$ cat config.mk
export PLATFORM = sky130hd
export DESIGN_NAME = ext_irq_pin_and_vectors
export DESIGN_NICKNAME = d
export VERILOG_FILES = /design/src/design/ext_irq_pkg.sv /design/src/design/ext_irq_pin_and_vectors.sv
export SDC_FILE = /design/constraint.sdc
export NUM_CORES = 1
export LEC_CHECK = 0
export ABC_AREA = 1
export BUFFER_PORTS_ARGS = -buffer_cell sky130_fd_sc_hd__buf_2
export CORE_ASPECT_RATIO = 1.75
export CORE_MARGIN = 3
export CORE_UTILIZATION = 51
export DETAILED_ROUTE_END_ITERATION = 7
export PLACE_DENSITY = 0.85
export SYNTH_ARGS = -nofsm -noshare
export SYNTH_HDL_FRONTEND = slang
export SYNTH_SLANG_ARGS = --single-unit
export TNS_END_PERCENT = 10
$ cat constraint.sdc
create_clock -name ref_clk -period 4.47 [get_ports ref_clk]
set_clock_uncertainty 0.2 [all_clocks]
set_input_delay 0.447 -clock ref_clk [delete_from_list [all_inputs] [get_ports ref_clk]]
set_output_delay 0.447 -clock ref_clk [all_outputs]
set_load 0.1 [all_outputs]
$ cat src/design/ext_irq_pkg.sv
/*
  Package for the external interrupt pin and vector dispatch block.
  Holds register offsets, field positions, reset values, vector table
  constants and the carrier types that the block and its bench share.
  Assumes a classic Wishbone slave with 32-bit data and byte addresses.
*/
package ext_irq_pkg;

  // ----------------------------------------------------------------
  // Register offsets (byte addresses, one aligned word each)
  // ----------------------------------------------------------------
  localparam logic [7:0] OFS_EXT_INT_CTRL_STATUS = 8'h00; // Pin control and flag
  localparam logic [7:0] OFS_POWER_MGMT_CTRL_ONE = 8'h04; // Low-voltage warning bits
  localparam logic [7:0] OFS_EVENT_STATUS        = 8'h08; // Sticky events, write 1 clears
  localparam logic [7:0] OFS_EVENT_MASK          = 8'h0C; // Event interrupt mask
  localparam logic [7:0] OFS_PENDING_VECTOR      = 8'h10; // Winning vector, read only

  // ----------------------------------------------------------------
  // Pin control and status fields
  // ----------------------------------------------------------------
  localparam int BIT_PULL_DISABLE   = 6;
  localparam int BIT_POLARITY       = 5;
  localparam int BIT_PIN_ENABLE     = 4;
  localparam int BIT_EVENT_FLAG     = 3;
  localparam int BIT_ACKNOWLEDGE    = 2;
  localparam int BIT_REQUEST_ENABLE = 1;
  localparam int BIT_LEVEL_MODE     = 0;

  // Low-voltage warning fields
  localparam int BIT_LVW_FLAG       = 0;
  localparam int BIT_LVW_INT_ENABLE = 1;
  localparam int BIT_LVW_ACK        = 2;

  // Sticky event bits
  localparam int EVT_PIN      = 0;
  localparam int EVT_LVW      = 1;
  localparam int EVT_DISPATCH = 2;
  localparam int EVT_WIDTH    = 3;

  // Pending vector readback fields
  localparam int BIT_PEND_VALID = 5;

  // ----------------------------------------------------------------
  // Reset values
  // ----------------------------------------------------------------
  localparam logic [EVT_WIDTH-1:0] RST_EVENT_MASK = 3'h0;

  // ----------------------------------------------------------------
  // Vector table
  // ----------------------------------------------------------------
  localparam int              VEC_COUNT     = 32;
  localparam logic [15:0]     VEC_TOP_ADDR  = 16'hFFFE; // Reset entry, high byte
  localparam logic [4:0]      VEC_RESET     = 5'h00;
  localparam logic [4:0]      VEC_SWI       = 5'h01;
  localparam logic [4:0]      VEC_PIN       = 5'h02;
  localparam logic [4:0]      VEC_LVW       = 5'h03;
  localparam int              VEC_FIRST_EXT = 4;        // First peripheral vector
  localparam int              PERIPH_COUNT  = VEC_COUNT - VEC_FIRST_EXT;

  // ----------------------------------------------------------------
  // Types
  // ----------------------------------------------------------------
  // Pin configuration as software left it
  typedef struct packed {
    logic pullDisable;
    logic polarity;
    logic pinEnable;
    logic requestEnable;
    logic levelMode;
  } ext_int_cfg_t;

  // Item the core must push during entry
  typedef enum logic [2:0] {
    STK_NONE, STK_PCL, STK_PCH, STK_X, STK_A, STK_CCR
  } stack_item_t;

  // Vector fetch request to program memory
  typedef struct packed {
    logic        strobe;
    logic [15:0] addr;
  } vec_fetch_t;

endpackage

$ cat src/design/ext_irq_pin_and_vectors.sv
/*
  External interrupt pin logic, low-voltage warning source, priority
  arbitration over 32 vectors and the entry sequence toward the core.
  Assumes one 20 MHz clock, synchronous active-high reset, a classic
  Wishbone master, a program memory that returns fetch data in the
  same cycle as the fetch strobe, and peripherals that present their
  requests already gated by their local enables.
*/
`timescale 1ns/1ns
`default_nettype none

module ext_irq_pin_and_vectors
  import ext_irq_pkg::*;
(
  input  wire logic                    ref_clk,        // Bus clock
  input  wire logic                    sys_rst,        // Synchronous reset
  // Wishbone slave
  input  wire logic                    wb_cyc_i,       // Cycle
  input  wire logic                    wb_stb_i,       // Strobe
  input  wire logic                    wb_we_i,        // Write
  input  wire logic [7:0]              wb_adr_i,       // Byte address
  input  wire logic [3:0]              wb_sel_i,       // Byte lanes
  input  wire logic [31:0]             wb_dat_i,       // Write data
  output logic      [31:0]             wb_dat_o,       // Read data
  output logic                         wb_ack_o,       // Acknowledge
  // Pin
  input  wire logic                    extIntPin,      // Raw pin level
  output logic                         pullUpEnable,   // Internal pull-up on
  output logic                         pullDownEnable, // Internal pull-down on
  output logic                         stopWake,       // Asynchronous wake request
  output logic                         branchPinValid, // Pin level usable by branches
  output logic                         branchPinHigh,  // Pin level for branches
  // Low-voltage warning detector
  input  wire logic                    lowVoltWarn,    // Raw detector level
  // Sources and core
  input  wire logic [PERIPH_COUNT-1:0] periphReq,      // Vectors 4 to 31
  input  wire logic                    resetReq,       // Any reset cause
  input  wire logic                    swiReq,         // Software interrupt
  input  wire logic                    globalMask,     // Core mask bit
  input  wire logic                    instrDone,      // Core ends an instruction
  output logic                         cpuIrqReq,      // Qualified request
  output stack_item_t                  stackPush,      // Item to push this cycle
  output logic                         setGlobalMask,  // Set mask pulse
  output vec_fetch_t                   vecFetch,       // Vector byte fetch
  input  wire logic [7:0]              fetchData,      // Fetched byte
  output logic      [15:0]             isrAddr,        // Service routine address
  output logic                         isrAddrValid,   // One-cycle pulse
  output logic      [4:0]              activeVector,   // Vector being served
  output logic                         irq             // Level event interrupt
);

  // ----------------------------------------------------------------
  // Declarations
  // ----------------------------------------------------------------
  typedef enum {
    ST_IDLE, ST_PCL, ST_PCH, ST_X, ST_A, ST_CCR, ST_MASK, ST_FETCH_HI, ST_FETCH_LO
  } entry_state_t;

  ext_int_cfg_t          cfg;          // Pin configuration
  logic                  pinFlag;      // Pin event flag
  logic [2:0]            pinSync;      // Pin synchroniser chain
  logic                  pinLevel;     // Agreed pin level
  logic                  pinAsserted;  // Level seen last cycle as asserted
  logic [2:0]            lvwSync;      // Warning synchroniser chain
  logic                  lvwLevel;     // Agreed warning level
  logic                  lvwIntEnable; // Warning interrupt enable
  logic                  lvwFlag;      // Warning flag
  logic [EVT_WIDTH-1:0]  evtStatus;    // Sticky events
  logic [EVT_WIDTH-1:0]  evtMask;      // Event mask
  entry_state_t          state;        // Entry sequence state
  logic [4:0]            latchedVec;   // Vector chosen for this entry
  logic [7:0]            hiByte;       // Fetched high byte

  // ----------------------------------------------------------------
  // Bus decode
  // ----------------------------------------------------------------
  wire       busReq    = wb_cyc_i & wb_stb_i & ~wb_ack_o;
  wire       wrLane0   = busReq & wb_we_i & wb_sel_i[0];
  wire       selCtrl   = (wb_adr_i == OFS_EXT_INT_CTRL_STATUS);
  wire       selPower  = (wb_adr_i == OFS_POWER_MGMT_CTRL_ONE);
  wire       selStatus = (wb_adr_i == OFS_EVENT_STATUS);
  wire       selMask   = (wb_adr_i == OFS_EVENT_MASK);
  wire       selPend   = (wb_adr_i == OFS_PENDING_VECTOR);
  wire       wrCtrl    = wrLane0 & selCtrl;
  wire       wrPower   = wrLane0 & selPower;
  wire       wrStatus  = wrLane0 & selStatus;
  wire       wrMask    = wrLane0 & selMask;
  wire [7:0] wrByte    = wb_dat_i[7:0];

  // ----------------------------------------------------------------
  // Pin detection
  // ----------------------------------------------------------------
  // Stages two and three must agree before the level moves
  wire pinStable  = (pinSync[1] == pinSync[2]);
  wire nextLevel  = pinStable ? pinSync[2] : pinLevel;
  wire assertedNow = cfg.pinEnable & (cfg.polarity ? nextLevel : ~nextLevel);
  wire pinEdge    = assertedNow & ~pinAsserted;
  wire pinHold    = cfg.levelMode & assertedNow;
  wire pinAck     = wrCtrl & wrByte[BIT_ACKNOWLEDGE];

  // ----------------------------------------------------------------
  // Warning detection
  // ----------------------------------------------------------------
  wire lvwStable = (lvwSync[1] == lvwSync[2]);
  wire nextLvw   = lvwStable ? lvwSync[2] : lvwLevel;
  wire lvwSet    = nextLvw & lvwIntEnable;
  wire lvwAck    = wrPower & wrByte[BIT_LVW_ACK];

  // ----------------------------------------------------------------
  // Arbitration
  // ----------------------------------------------------------------
  // Lowest pending number wins; reset sits at zero so beats all
  function automatic logic [5:0] pick_vector(input logic [VEC_COUNT-1:0] pend);
    logic [5:0] res;
    res = 6'h00;
    for (int i = VEC_COUNT - 1; i >= 0; i--) begin
      if (pend[i]) begin
        res = {1'b1, 5'(i)};
      end
    end
    return res;
  endfunction

  wire [VEC_COUNT-1:0] pending = {periphReq,
                                  lvwFlag & lvwIntEnable,
                                  pinFlag & cfg.requestEnable,
                                  swiReq,
                                  resetReq};
  wire [5:0]  winner     = pick_vector(pending);
  wire        anyPending = winner[5];
  wire [4:0]  winVec     = winner[4:0];
  wire        maskable   = |pending[VEC_COUNT-1:1];
  // Entry starts on reset at once, otherwise only unmasked at an instruction end
  wire        startEntry = (state == ST_IDLE) & (resetReq | (maskable & ~globalMask & instrDone));
  // Entry for vector n begins at top minus two per step
  wire [15:0] vecHiAddr  = VEC_TOP_ADDR - {10'h000, latchedVec, 1'b0};
  wire [15:0] vecLoAddr  = vecHiAddr + 16'h0001;

  // ----------------------------------------------------------------
  // Read data
  // ----------------------------------------------------------------
  wire [7:0] ctrlRead = {1'b0, cfg.pullDisable, cfg.polarity, cfg.pinEnable,
                         pinFlag, 1'b0, cfg.requestEnable, cfg.levelMode};
  wire [7:0] powerRead = {6'h00, lvwIntEnable, lvwFlag};
  wire [7:0] readByte  = selCtrl   ? ctrlRead :
                         selPower  ? powerRead :
                         selStatus ? {5'h00, evtStatus} :
                         selMask   ? {5'h00, evtMask} :
                         selPend   ? {2'h0, anyPending, winVec} :
                         8'h00;

  // ----------------------------------------------------------------
  // Combinational outputs
  // ----------------------------------------------------------------
  // Pull direction follows polarity; off when disabled or not enabled
  assign pullUpEnable   = cfg.pinEnable & ~cfg.pullDisable & ~cfg.polarity;
  assign pullDownEnable = cfg.pinEnable & ~cfg.pullDisable & cfg.polarity;
  // Raw pin straight through gates, so no clock is needed to wake
  assign stopWake       = cfg.pinEnable & (cfg.polarity ? extIntPin : ~extIntPin);
  assign branchPinValid = cfg.pinEnable;
  assign cpuIrqReq      = maskable & ~globalMask;
  assign irq            = |(evtStatus & evtMask);

  // ----------------------------------------------------------------
  // Synchronisers
  // ----------------------------------------------------------------
  // Three stages for each asynchronous input
  always_ff @(posedge ref_clk) begin
    if (sys_rst) begin
      pinSync <= 3'h0;
      lvwSync <= 3'h0;
    end else begin
      pinSync <= {pinSync[1:0], extIntPin};
      lvwSync <= {lvwSync[1:0], lowVoltWarn};
    end
  end

  // ----------------------------------------------------------------
  // Pin state and flag
  // ----------------------------------------------------------------
  // Agreed level, last asserted state and branch copy
  always_ff @(posedge ref_clk) begin
    if (sys_rst) begin
      pinLevel      <= 1'b0;
      pinAsserted   <= 1'b0;
      branchPinHigh <= 1'b0;
    end else begin
      pinLevel      <= nextLevel;
      pinAsserted   <= assertedNow;
      branchPinHigh <= cfg.pinEnable & nextLevel;
    end
  end

  // Flag: edge or held level sets, acknowledge clears, set wins
  always_ff @(posedge ref_clk) begin
    if (sys_rst) begin
      pinFlag <= 1'b0;
    end else if (pinEdge | pinHold) begin
      pinFlag <= 1'b1;
    end else if (pinAck) begin
      pinFlag <= 1'b0;
    end
  end

  // Control fields written from lane zero
  always_ff @(posedge ref_clk) begin
    if (sys_rst) begin
      cfg <= '0;
    end else if (wrCtrl) begin
      cfg.pullDisable   <= wrByte[BIT_PULL_DISABLE];
      cfg.polarity      <= wrByte[BIT_POLARITY];
      cfg.pinEnable     <= wrByte[BIT_PIN_ENABLE];
      cfg.requestEnable <= wrByte[BIT_REQUEST_ENABLE];
      cfg.levelMode     <= wrByte[BIT_LEVEL_MODE];
    end
  end

  // ----------------------------------------------------------------
  // Low-voltage warning
  // ----------------------------------------------------------------
  // Enable, agreed level and flag with set winning over acknowledge
  always_ff @(posedge ref_clk) begin
    if (sys_rst) begin
      lvwIntEnable <= 1'b0;
      lvwLevel     <= 1'b0;
      lvwFlag      <= 1'b0;
    end else begin
      lvwLevel <= nextLvw;
      if (wrPower) begin
        lvwIntEnable <= wrByte[BIT_LVW_INT_ENABLE];
      end
      if (lvwSet) begin
        lvwFlag <= 1'b1;
      end else if (lvwAck) begin
        lvwFlag <= 1'b0;
      end
    end
  end

  // ----------------------------------------------------------------
  // Event status and mask
  // ----------------------------------------------------------------
  wire [EVT_WIDTH-1:0] evtSet = {isrAddrValid, lvwSet & ~lvwFlag, (pinEdge | pinHold) & ~pinFlag};
  wire [EVT_WIDTH-1:0] evtClr = wrStatus ? wrByte[EVT_WIDTH-1:0] : '0;

  // Sticky bits: set wins over a write-one clear
  always_ff @(posedge ref_clk) begin
    if (sys_rst) begin
      evtStatus <= '0;
      evtMask   <= RST_EVENT_MASK;
    end else begin
      evtStatus <= evtSet | (evtStatus & ~evtClr);
      if (wrMask) begin
        evtMask <= wrByte[EVT_WIDTH-1:0];
      end
    end
  end

  // ----------------------------------------------------------------
  // Wishbone answer
  // ----------------------------------------------------------------
  // Ack one cycle after the request, dropped the cycle after
  always_ff @(posedge ref_clk) begin
    if (sys_rst) begin
      wb_ack_o <= 1'b0;
      wb_dat_o <= 32'h0000_0000;
    end else begin
      wb_ack_o <= busReq;
      if (busReq & ~wb_we_i) begin
        wb_dat_o <= {24'h000000, readByte};      // Unmapped reads give zero
      end
    end
  end

  // ----------------------------------------------------------------
  // Entry sequence
  // ----------------------------------------------------------------
  // Push order, mask set, then two vector byte fetches
  always_ff @(posedge ref_clk) begin
    if (sys_rst) begin
      state        <= ST_IDLE;
      stackPush    <= STK_NONE;
      setGlobalMask <= 1'b0;
      vecFetch     <= '0;
      latchedVec   <= VEC_RESET;
      hiByte       <= 8'h00;
      isrAddr      <= 16'h0000;
      isrAddrValid <= 1'b0;
      activeVector <= VEC_RESET;
    end else begin
      stackPush     <= STK_NONE;
      setGlobalMask <= 1'b0;
      vecFetch      <= '0;
      isrAddrValid  <= 1'b0;
      case (state)
        ST_IDLE: begin
          if (startEntry & resetReq) begin
            latchedVec <= VEC_RESET;             // No stacking on reset
            state      <= ST_MASK;
          end else if (startEntry) begin
            stackPush  <= STK_PCL;
            state      <= ST_PCL;
          end
        end
        ST_PCL: begin
          stackPush <= STK_PCH;
          state     <= ST_PCH;
        end
        ST_PCH: begin
          stackPush <= STK_X;
          state     <= ST_X;
        end
        ST_X: begin
          stackPush <= STK_A;
          state     <= ST_A;
        end
        ST_A: begin
          stackPush <= STK_CCR;
          state     <= ST_CCR;
        end
        ST_CCR: begin
          state <= ST_MASK;
        end
        ST_MASK: begin
          // Winner chosen after stacking, as late as possible
          setGlobalMask <= 1'b1;
          latchedVec    <= resetReq ? VEC_RESET : winVec;
          state         <= ST_FETCH_HI;
        end
        ST_FETCH_HI: begin
          vecFetch <= '{strobe: 1'b1, addr: vecHiAddr};
          state    <= ST_FETCH_LO;
        end
        ST_FETCH_LO: begin
          hiByte   <= fetchData;
          vecFetch <= '{strobe: 1'b1, addr: vecLoAddr};
          state    <= ST_IDLE;
          activeVector <= latchedVec;
        end
        default: begin
          state <= ST_IDLE;
        end
      endcase
      if (state == ST_IDLE && vecFetch.strobe) begin
        isrAddr      <= {hiByte, fetchData};
        isrAddrValid <= 1'b1;
      end
    end
  end

endmodule

`default_nettype wire

==> impl_metrics.csv, run 1 <==
group,metric,value,unit
clock_tree,cts_buffers,9,
synth,netlist.top_cell.by_area,"dfxtp_1",
synth,synthCells,547,
timing,max-slew-margin-rel,22.2,%
timing,drv_slew,0,
detailed_routing,wirelength,9.43,mm
setup_path,crit_fanout,18,
synth,yosys.area_share.xor_xnor,0,%
hold_path,hold_end,"lvwSync[0]",
die,io_pins,174,
placement,hpwl,7.16,mm
die,rows,41,
setup_path,cp-start-kind,"flip-flop",
finish,nFillCells,687,
die,die_h,122,µm
synth,synth_cell_type_count,31,
placement,dpl-instance-area,4400,µm²
clock_tree,htree_levels,3,
timing,tns,0,ns
placement,gp_congestion,0.870,
detailed_routing,via_per_inst,5.04,
detailed_routing,drc,0,
setup_path,endpoint_kind,"flip-flop",
power,clkPwrFrac,38.1,%
finish,antenna_cells,0,
global_routing,gr-total-overflow,0,
hold_path,worstHoldStart,"lowVoltWarn",
global_routing,antenna_found_initial,0,
timing,setup_ws,1.73,ns
clock_tree,path_clk_slew,0.06,ns
setup_path,path_cells,"nor2_1 > inv_2 > nor2_1 > nand2_1 > nand2_1 > a21oi_1",
die,start_util,53.3,%
synth,synth_ff_type,"dfxtp_1",
setup_path,worst_r2r_endpoint,"isrAddr[7]",
clock_tree,cts_tree,"yes",
synth,yosys.area_share.adder,0,%
synth,synth_area_leaders,"dfxtp_1 (42%), nand2_1 (9.8%), nor2_1 (7.1%)",
synth,avgSynthCellArea,7.15,µm²
setup_path,cp_top_family,"simple AND/OR/NAND/NOR gates",
detailed_routing,firstDrtPassIters,6,
timing,fmax,0.366,GHz
setup_path,crit_start,"state[3]",
finish,ff_latch_area,1640,µm²
detailed_routing,vias,3759,
timing,period_needed,2.74,ns
synth,ys_top_cells_by_count,"nand2_1 (102), dfxtp_1 (82), nor2_1 (74)",
setup_path,worst-path-buf-inv,1,
setup_path,arrival,2.73,ns
power,internal_power,0.00133,W
synth,synthesis.area,3910,µm²
power,peakVddDrop,0.471,mV
power,leakagePower,2.34,nW
hold_path,hold_class,"in -> reg",
power,p_switching,0.000657,W
finish,multiInputGateArea,1620,µm²
timing,worst_hold_slack,0.120,ns
timing,finalCritPeriodShare,61.2,%
hold_path,worstHoldPathCells,3,
synth,yosys.area_share.simple,24.5,%
synth,yosysWarnings,0,
finish,num-nets-final,746,
flow_run,max_cap_violations,0,
timing,tightest_slew,1.16,ns
detailed_routing,dr.first_iter.drc_count,172,
die,die_area,8800,µm²
setup_path,cp.required,4.47,ns
setup_path,slowest_delay,0.85,ns
timing,finalHoldViolations,0,
detailed_routing,final_antenna_net_count,0,
status,status,"finished, final reports clean",
synth,synth.most_common_cell,"nand2_1",
placement,dp_slack,1.62,ns
clock_tree,root_buffer,"clkbuf_16",
global_routing,grt_usage,21.7,%
setup_path,r2r_cells,6,
finish,drive_gt1_share,25.9,%
die,die_w,72.2,µm
placement,port_buffers,119,
timing,setup_viol,0,
synth,synth_compound_area_share,14.3,%
synth,synth_top_cell_area_share,42.0,%
clock_tree,clock_path_buffers,2,
timing,rsz0062_at_grt,"false",
clock_tree,clock-sinks,82,
synth,synth-async-reset-ratio,0,%
finish,syn_to_final_growth,20.5,%
synth,synth-edff-count,0,
power,comb_power_share,22.8,%
clock_tree,clock_latency,0.33,ns
synth,yosysSeqAreaShare,42.0,%
global_routing,grt_pass1_vias,3591,
synth,synth_top_family_by_area,"simple AND/OR/NAND/NOR gates",
global_routing,grt_pass1_wl,15.2,mm
setup_path,cp_slowest_cell,"nor2_1",
setup_path,reg2reg_slack,1.73,ns
setup_path,crit_type,"reg -> reg",
clock_tree,cts_setup_buffers,0,
detailed_routing,wl_per_cell,12.6,µm
finish,postLayoutCellArea,4710,µm²
power,power_density,421,nW/µm²
power,power.share.sequential,39.1,%
synth,synth-seq-cells,82,
synth,synthMuxAreaShare,0,%
power,swShare,33.1,%
clock_tree,cts_resized,0,
global_routing,grt_max_degree,49,
clock_tree,postCtsHoldBufs,0,
die,core-area,7340,µm²
setup_path,timing.rr.start,"state[3]",
## layer usage
layer  up-vias  global-route usage (%)  part of all wire [%]
li1       1893                       -                     -
met1      1665                    23.2                    37
met2       168                    37.7                    51
met3        33                    4.54                   7.7
met4         0                    13.8                   4.0
met5         -                       0                     0
## worst max path at each step
stage	slack, ns	depth (start not counted)	to
4_1_cts	1.67	6	isrAddr[7]
3_5_place_dp	1.62	38	wb_dat_o[0]
2_1_floorplan	0.57	2	pullDownEnable
6_report	1.73	6	isrAddr[7]
3_3_place_gp	1.69	38	wb_dat_o[0]
5_1_grt	1.40	6	isrAddr[10]
## cell families after synthesis
logic type,Yosys count
AOI/OAI and AO/OA,105
buffers and inverters,132
DFF,82
other,1
and+or+nand+nor,227
## through the flow
| stage | power, W | utilization (%) | std cells |
|---|---|---|---|
| floorplan | 0.00118 | - | 571 |
| global placement | 0.00123 | 59.9 | 730 |
| detailed placement | 0.00124 | 59.9 | 730 |
| CTS | 0.00200 | 64.3 | 746 |
| global route | 0.00206 | 64.3 | 746 |
| finish | 0.00198 | 64.3 | 746 |
## state kept, by name, indices dropped and copies added, names as in the netlist, 4 cells and up
register / count
hiByte: 8
latchedVec: 5
cfg: 4
state: 4
isrAddr: 16
activeVector: 5
vecFetch: 7
wb_dat_o: 7
## layout make-up
class	instances	share of cell area [%]
clock buffers	13	5.73
repair buffers	120	12.8
well taps	86	2.28
clock inverters	3	0.982
flip-flops and latches	82	34.8
inverters	85	9.08
multi-input cells	357	34.3
## layout by cell type, fill, tap and decap left out, types with 6 or more instances in the layout
| master | count |
|---|---|
| buf_2 | 119 |
| nand2_1 | 102 |
| dfxtp_1 | 82 |
| nor2_1 | 74 |
| inv_1 | 55 |
| a21oi_1 | 48 |
| nand3_1 | 29 |
| o21ai_1 | 26 |
| conb_1 | 25 |
| inv_2 | 23 |
| o21ai_0 | 14 |
| nor3_1 | 9 |
| clkbuf_16 | 9 |
| bufinv_8 | 6 |
## tightest hold or removal path, delay by kind of cell
family	cells	cell delay (ns)
simple gates	1	0.06
buf+inv	2	0.10
## power by group through the flow
stage               Sequential [W]  Clock [W]  Combinational, W
floorplan                 0.000879          0          0.000298
global placement          0.000789          0          0.000443
finish                    0.000775   0.000756          0.000453
CTS                       0.000775   0.000768          0.000454
global route              0.000778   0.000800          0.000487
detailed placement        0.000790          0          0.000452
Power figures use the tool's default switching activity.
==> run 2, diff against run 1 <==
--- a/config.mk
+++ b/config.mk
@@ -9,9 +9,9 @@
 export BUFFER_PORTS_ARGS = -buffer_cell sky130_fd_sc_hd__buf_2
 export CORE_ASPECT_RATIO = 1.75
 export CORE_MARGIN = 3
-export CORE_UTILIZATION = 51
+export CORE_UTILIZATION = 43
 export DETAILED_ROUTE_END_ITERATION = 7
-export PLACE_DENSITY = 0.85
+export PLACE_DENSITY = 0.77
 export SYNTH_ARGS = -nofsm -noshare
 export SYNTH_HDL_FRONTEND = slang
 export SYNTH_SLANG_ARGS = --single-unit
==> constraint.sdc (replaced) <==
create_clock -name ref_clk -period 2.2 [get_ports ref_clk]
set_clock_uncertainty 0.2 [all_clocks]
set_input_delay 0.22 -clock ref_clk [delete_from_list [all_inputs] [get_ports ref_clk]]
set_output_delay 0.22 -clock ref_clk [all_outputs]
set_load 0.1 [all_outputs]
==> run 2 against run 1 <==
Effect of this change: sequential share of layout area decreased by 2.6 points; wire length increased by 6.3%; critical path depth increased by 32; combinational power increased by 120%; clock power increased by 93%; flip-flop and latch count unchanged; final cell count increased by 8.7%; highest routed layer unchanged.
==> impl_metrics.csv, run 2 (synthesis gave the netlist of run 1 again) <==
group,metric,value,unit
setup_path,endpoint_kind,"flip-flop",
setup_path,reg2reg_slack,0.31,ns
detailed_routing,dr.first_iter.drc_count,158,
global_routing,antenna_found_initial,0,
setup_path,cp_top_family,"simple AND/OR/NAND/NOR gates",
detailed_routing,via_per_inst,4.72,
finish,antenna_cells,0,
clock_tree,cts_buffers,9,
finish,final_cell_mix,"buf_2 (117), nand2_1 (99), dfxtp_1 (82)",
die,core-area,8780,µm²
status,status,"finished, final reports clean",
finish,syn_to_final_growth,30.2,%
power,internal_power,0.00265,W
clock_tree,root_buffer,"clkbuf_16",
setup_path,cp.required,2.27,ns
finish,multiInputGateArea,1670,µm²
timing,period_needed,2.10,ns
global_routing,grt_pass1_vias,3556,
timing,max-slew-margin-rel,59.0,%
setup_path,slowest_delay,0.10,ns
detailed_routing,met1_length,4.00,mm
flow_run,max_cap_violations,0,
power,swShare,34.1,%
power,peakVddDrop,0.652,mV
setup_path,r2r_cells,7,
global_routing,grt_pass1_wl,16.0,mm
placement,hpwl,7.55,mm
die,start_util,44.5,%
detailed_routing,wl_met3,542,µm
hold_path,hold_class,"in -> reg",
setup_path,worst-path-buf-inv,2,
clock_tree,cts_tree,"yes",
timing,rsz0062_at_grt,"true",
finish,reg_top3,"isrAddr (16), hiByte (8)",
finish,final_common_cell,"buf_2",
setup_path,timing.rr.start,"pinFlag",
power,comb_power_share,24.6,%
timing,finalCritPeriodShare,95.5,%
setup_path,worst_r2r_endpoint,"wb_dat_o[4]",
setup_path,cp-start-kind,"input port",
die,die_h,132,µm
clock_tree,clock_latency,0.33,ns
detailed_routing,final_antenna_net_count,0,
hold_path,worstHoldPathCells,3,
timing,tightest_slew,0.614,ns
setup_path,cp_slowest_cell,"a21oi_2",
power,p_switching,0.00138,W
power,power_density,790,nW/µm²
finish,top_register,"isrAddr",
global_routing,gr-total-overflow,0,
timing,drv_slew,0,
setup_path,worst_path_most_repeated_cell,"nand2_1",
finish,postLayoutCoreUtil,58.0,%
hold_path,worstHoldStart,"instrDone",
clock_tree,htree_levels,3,
die,io_pins,174,
timing,worst_hold_slack,0.0179,ns
power,leakagePower,2.48,nW
detailed_routing,drc,0,
die,die_w,78.1,µm
timing,setup_viol,0,
global_routing,grt_usage,19.2,%
detailed_routing,wirelength,10.0,mm
finish,nFillCells,836,
finish,num-nets-final,780,
hold_path,hold_end,"state[0]",
detailed_routing,vias,3824,
placement,gp_congestion,0.845,
power,clkPwrFrac,36.4,%
finish,drive_gt1_share,28.8,%
clock_tree,path_clk_slew,0.06,ns
global_routing,grt_max_degree,27,
die,rows,45,
finish,ff_latch_area,1640,µm²
setup_path,crit_type,"in -> reg",
clock_tree,clock_path_buffers,2,
timing,finalHoldViolations,0,
detailed_routing,wl_per_cell,12.4,µm
clock_tree,clock-sinks,82,
power,power.share.sequential,39.1,%
placement,port_buffers,119,
die,die_area,10300,µm²
detailed_routing,firstDrtPassIters,4,
setup_path,arrival,2.17,ns
timing,fmax,0.476,GHz
setup_path,crit_fanout,2,
detailed_routing,met2_length,5.32,mm
finish,largest_register_ffs,16,
detailed_routing,highest_layer,"met4",
[run 2: metal layers]
metal,global-route usage (%),up-vias
met5,0,-
met1,21.5,1719
li1,-,1976
met4,7.20,0
met2,34.7,119
met3,4.51,10
[run 2: stage by stage]
stage | total power [W] | worst slack [ns] | TNS, ns | std cells | instance area (µm²)
floorplan | 0.00239 | -0.334 | -1.60 | 571 | 4030
global placement | 0.00254 | -0.202 | -0.442 | 777 | 4580
detailed placement | 0.00256 | -0.273 | -0.588 | 777 | 4580
CTS | 0.00405 | 0.0755 | 0 | 811 | 5060
global route | 0.00420 | -0.275 | -0.568 | 811 | 5090
finish | 0.00403 | 0.0990 | 0 | 811 | 5090
[run 2: worst reg2reg max path: cells and delay by family, from the launching register on]
family | cells | cell delay [ns]
and+or+nand+nor | 6 | 1.14
DFF | 1 | 0.34
AOI/OAI and AO/OA | 1 | 0.15
[run 2: worst max path at each step]
stage                  end            from  cells past startpoint
6_report       wb_dat_o[0]   periphReq[26]                     38
2_1_floorplan     stopWake  branchPinValid                      2
3_3_place_gp   wb_dat_o[0]   periphReq[26]                     38
3_5_place_dp   wb_dat_o[0]   periphReq[26]                     38
4_1_cts        wb_dat_o[0]   periphReq[26]                     38
5_1_grt        wb_dat_o[0]   periphReq[26]                     38
[run 2: repair_timing]
action / in CTS / in global routing
buffers inserted: 0 / 0
hold buffers: 18 / 0
setup endpoints to repair: 1 / 4
resized for setup: 1 / 10
endpoints found under the hold margin: 29 / 0
pin swaps: 0 / 1
[run 2: layout make-up]
cell class	instances	share of cell area, %
timing repair buffer	154	17.9
tap	117	2.87
clock buffer	10	4.49
multi-input combinational	357	32.8
sequential	82	32.2
inverter	85	8.40
clock inverter	6	1.28
[run 2: power groups by stage]
stage | Clock (W) | Combinational, W | Sequential, W
2_1_floorplan | 0 | 0.000607 | 0.00179
4_1_cts | 0.00149 | 0.000980 | 0.00157
6_report | 0.00146 | 0.000989 | 0.00157
3_5_place_dp | 0 | 0.000952 | 0.00160
3_3_place_gp | 0 | 0.000937 | 0.00160
5_1_grt | 0.00156 | 0.00106 | 0.00158
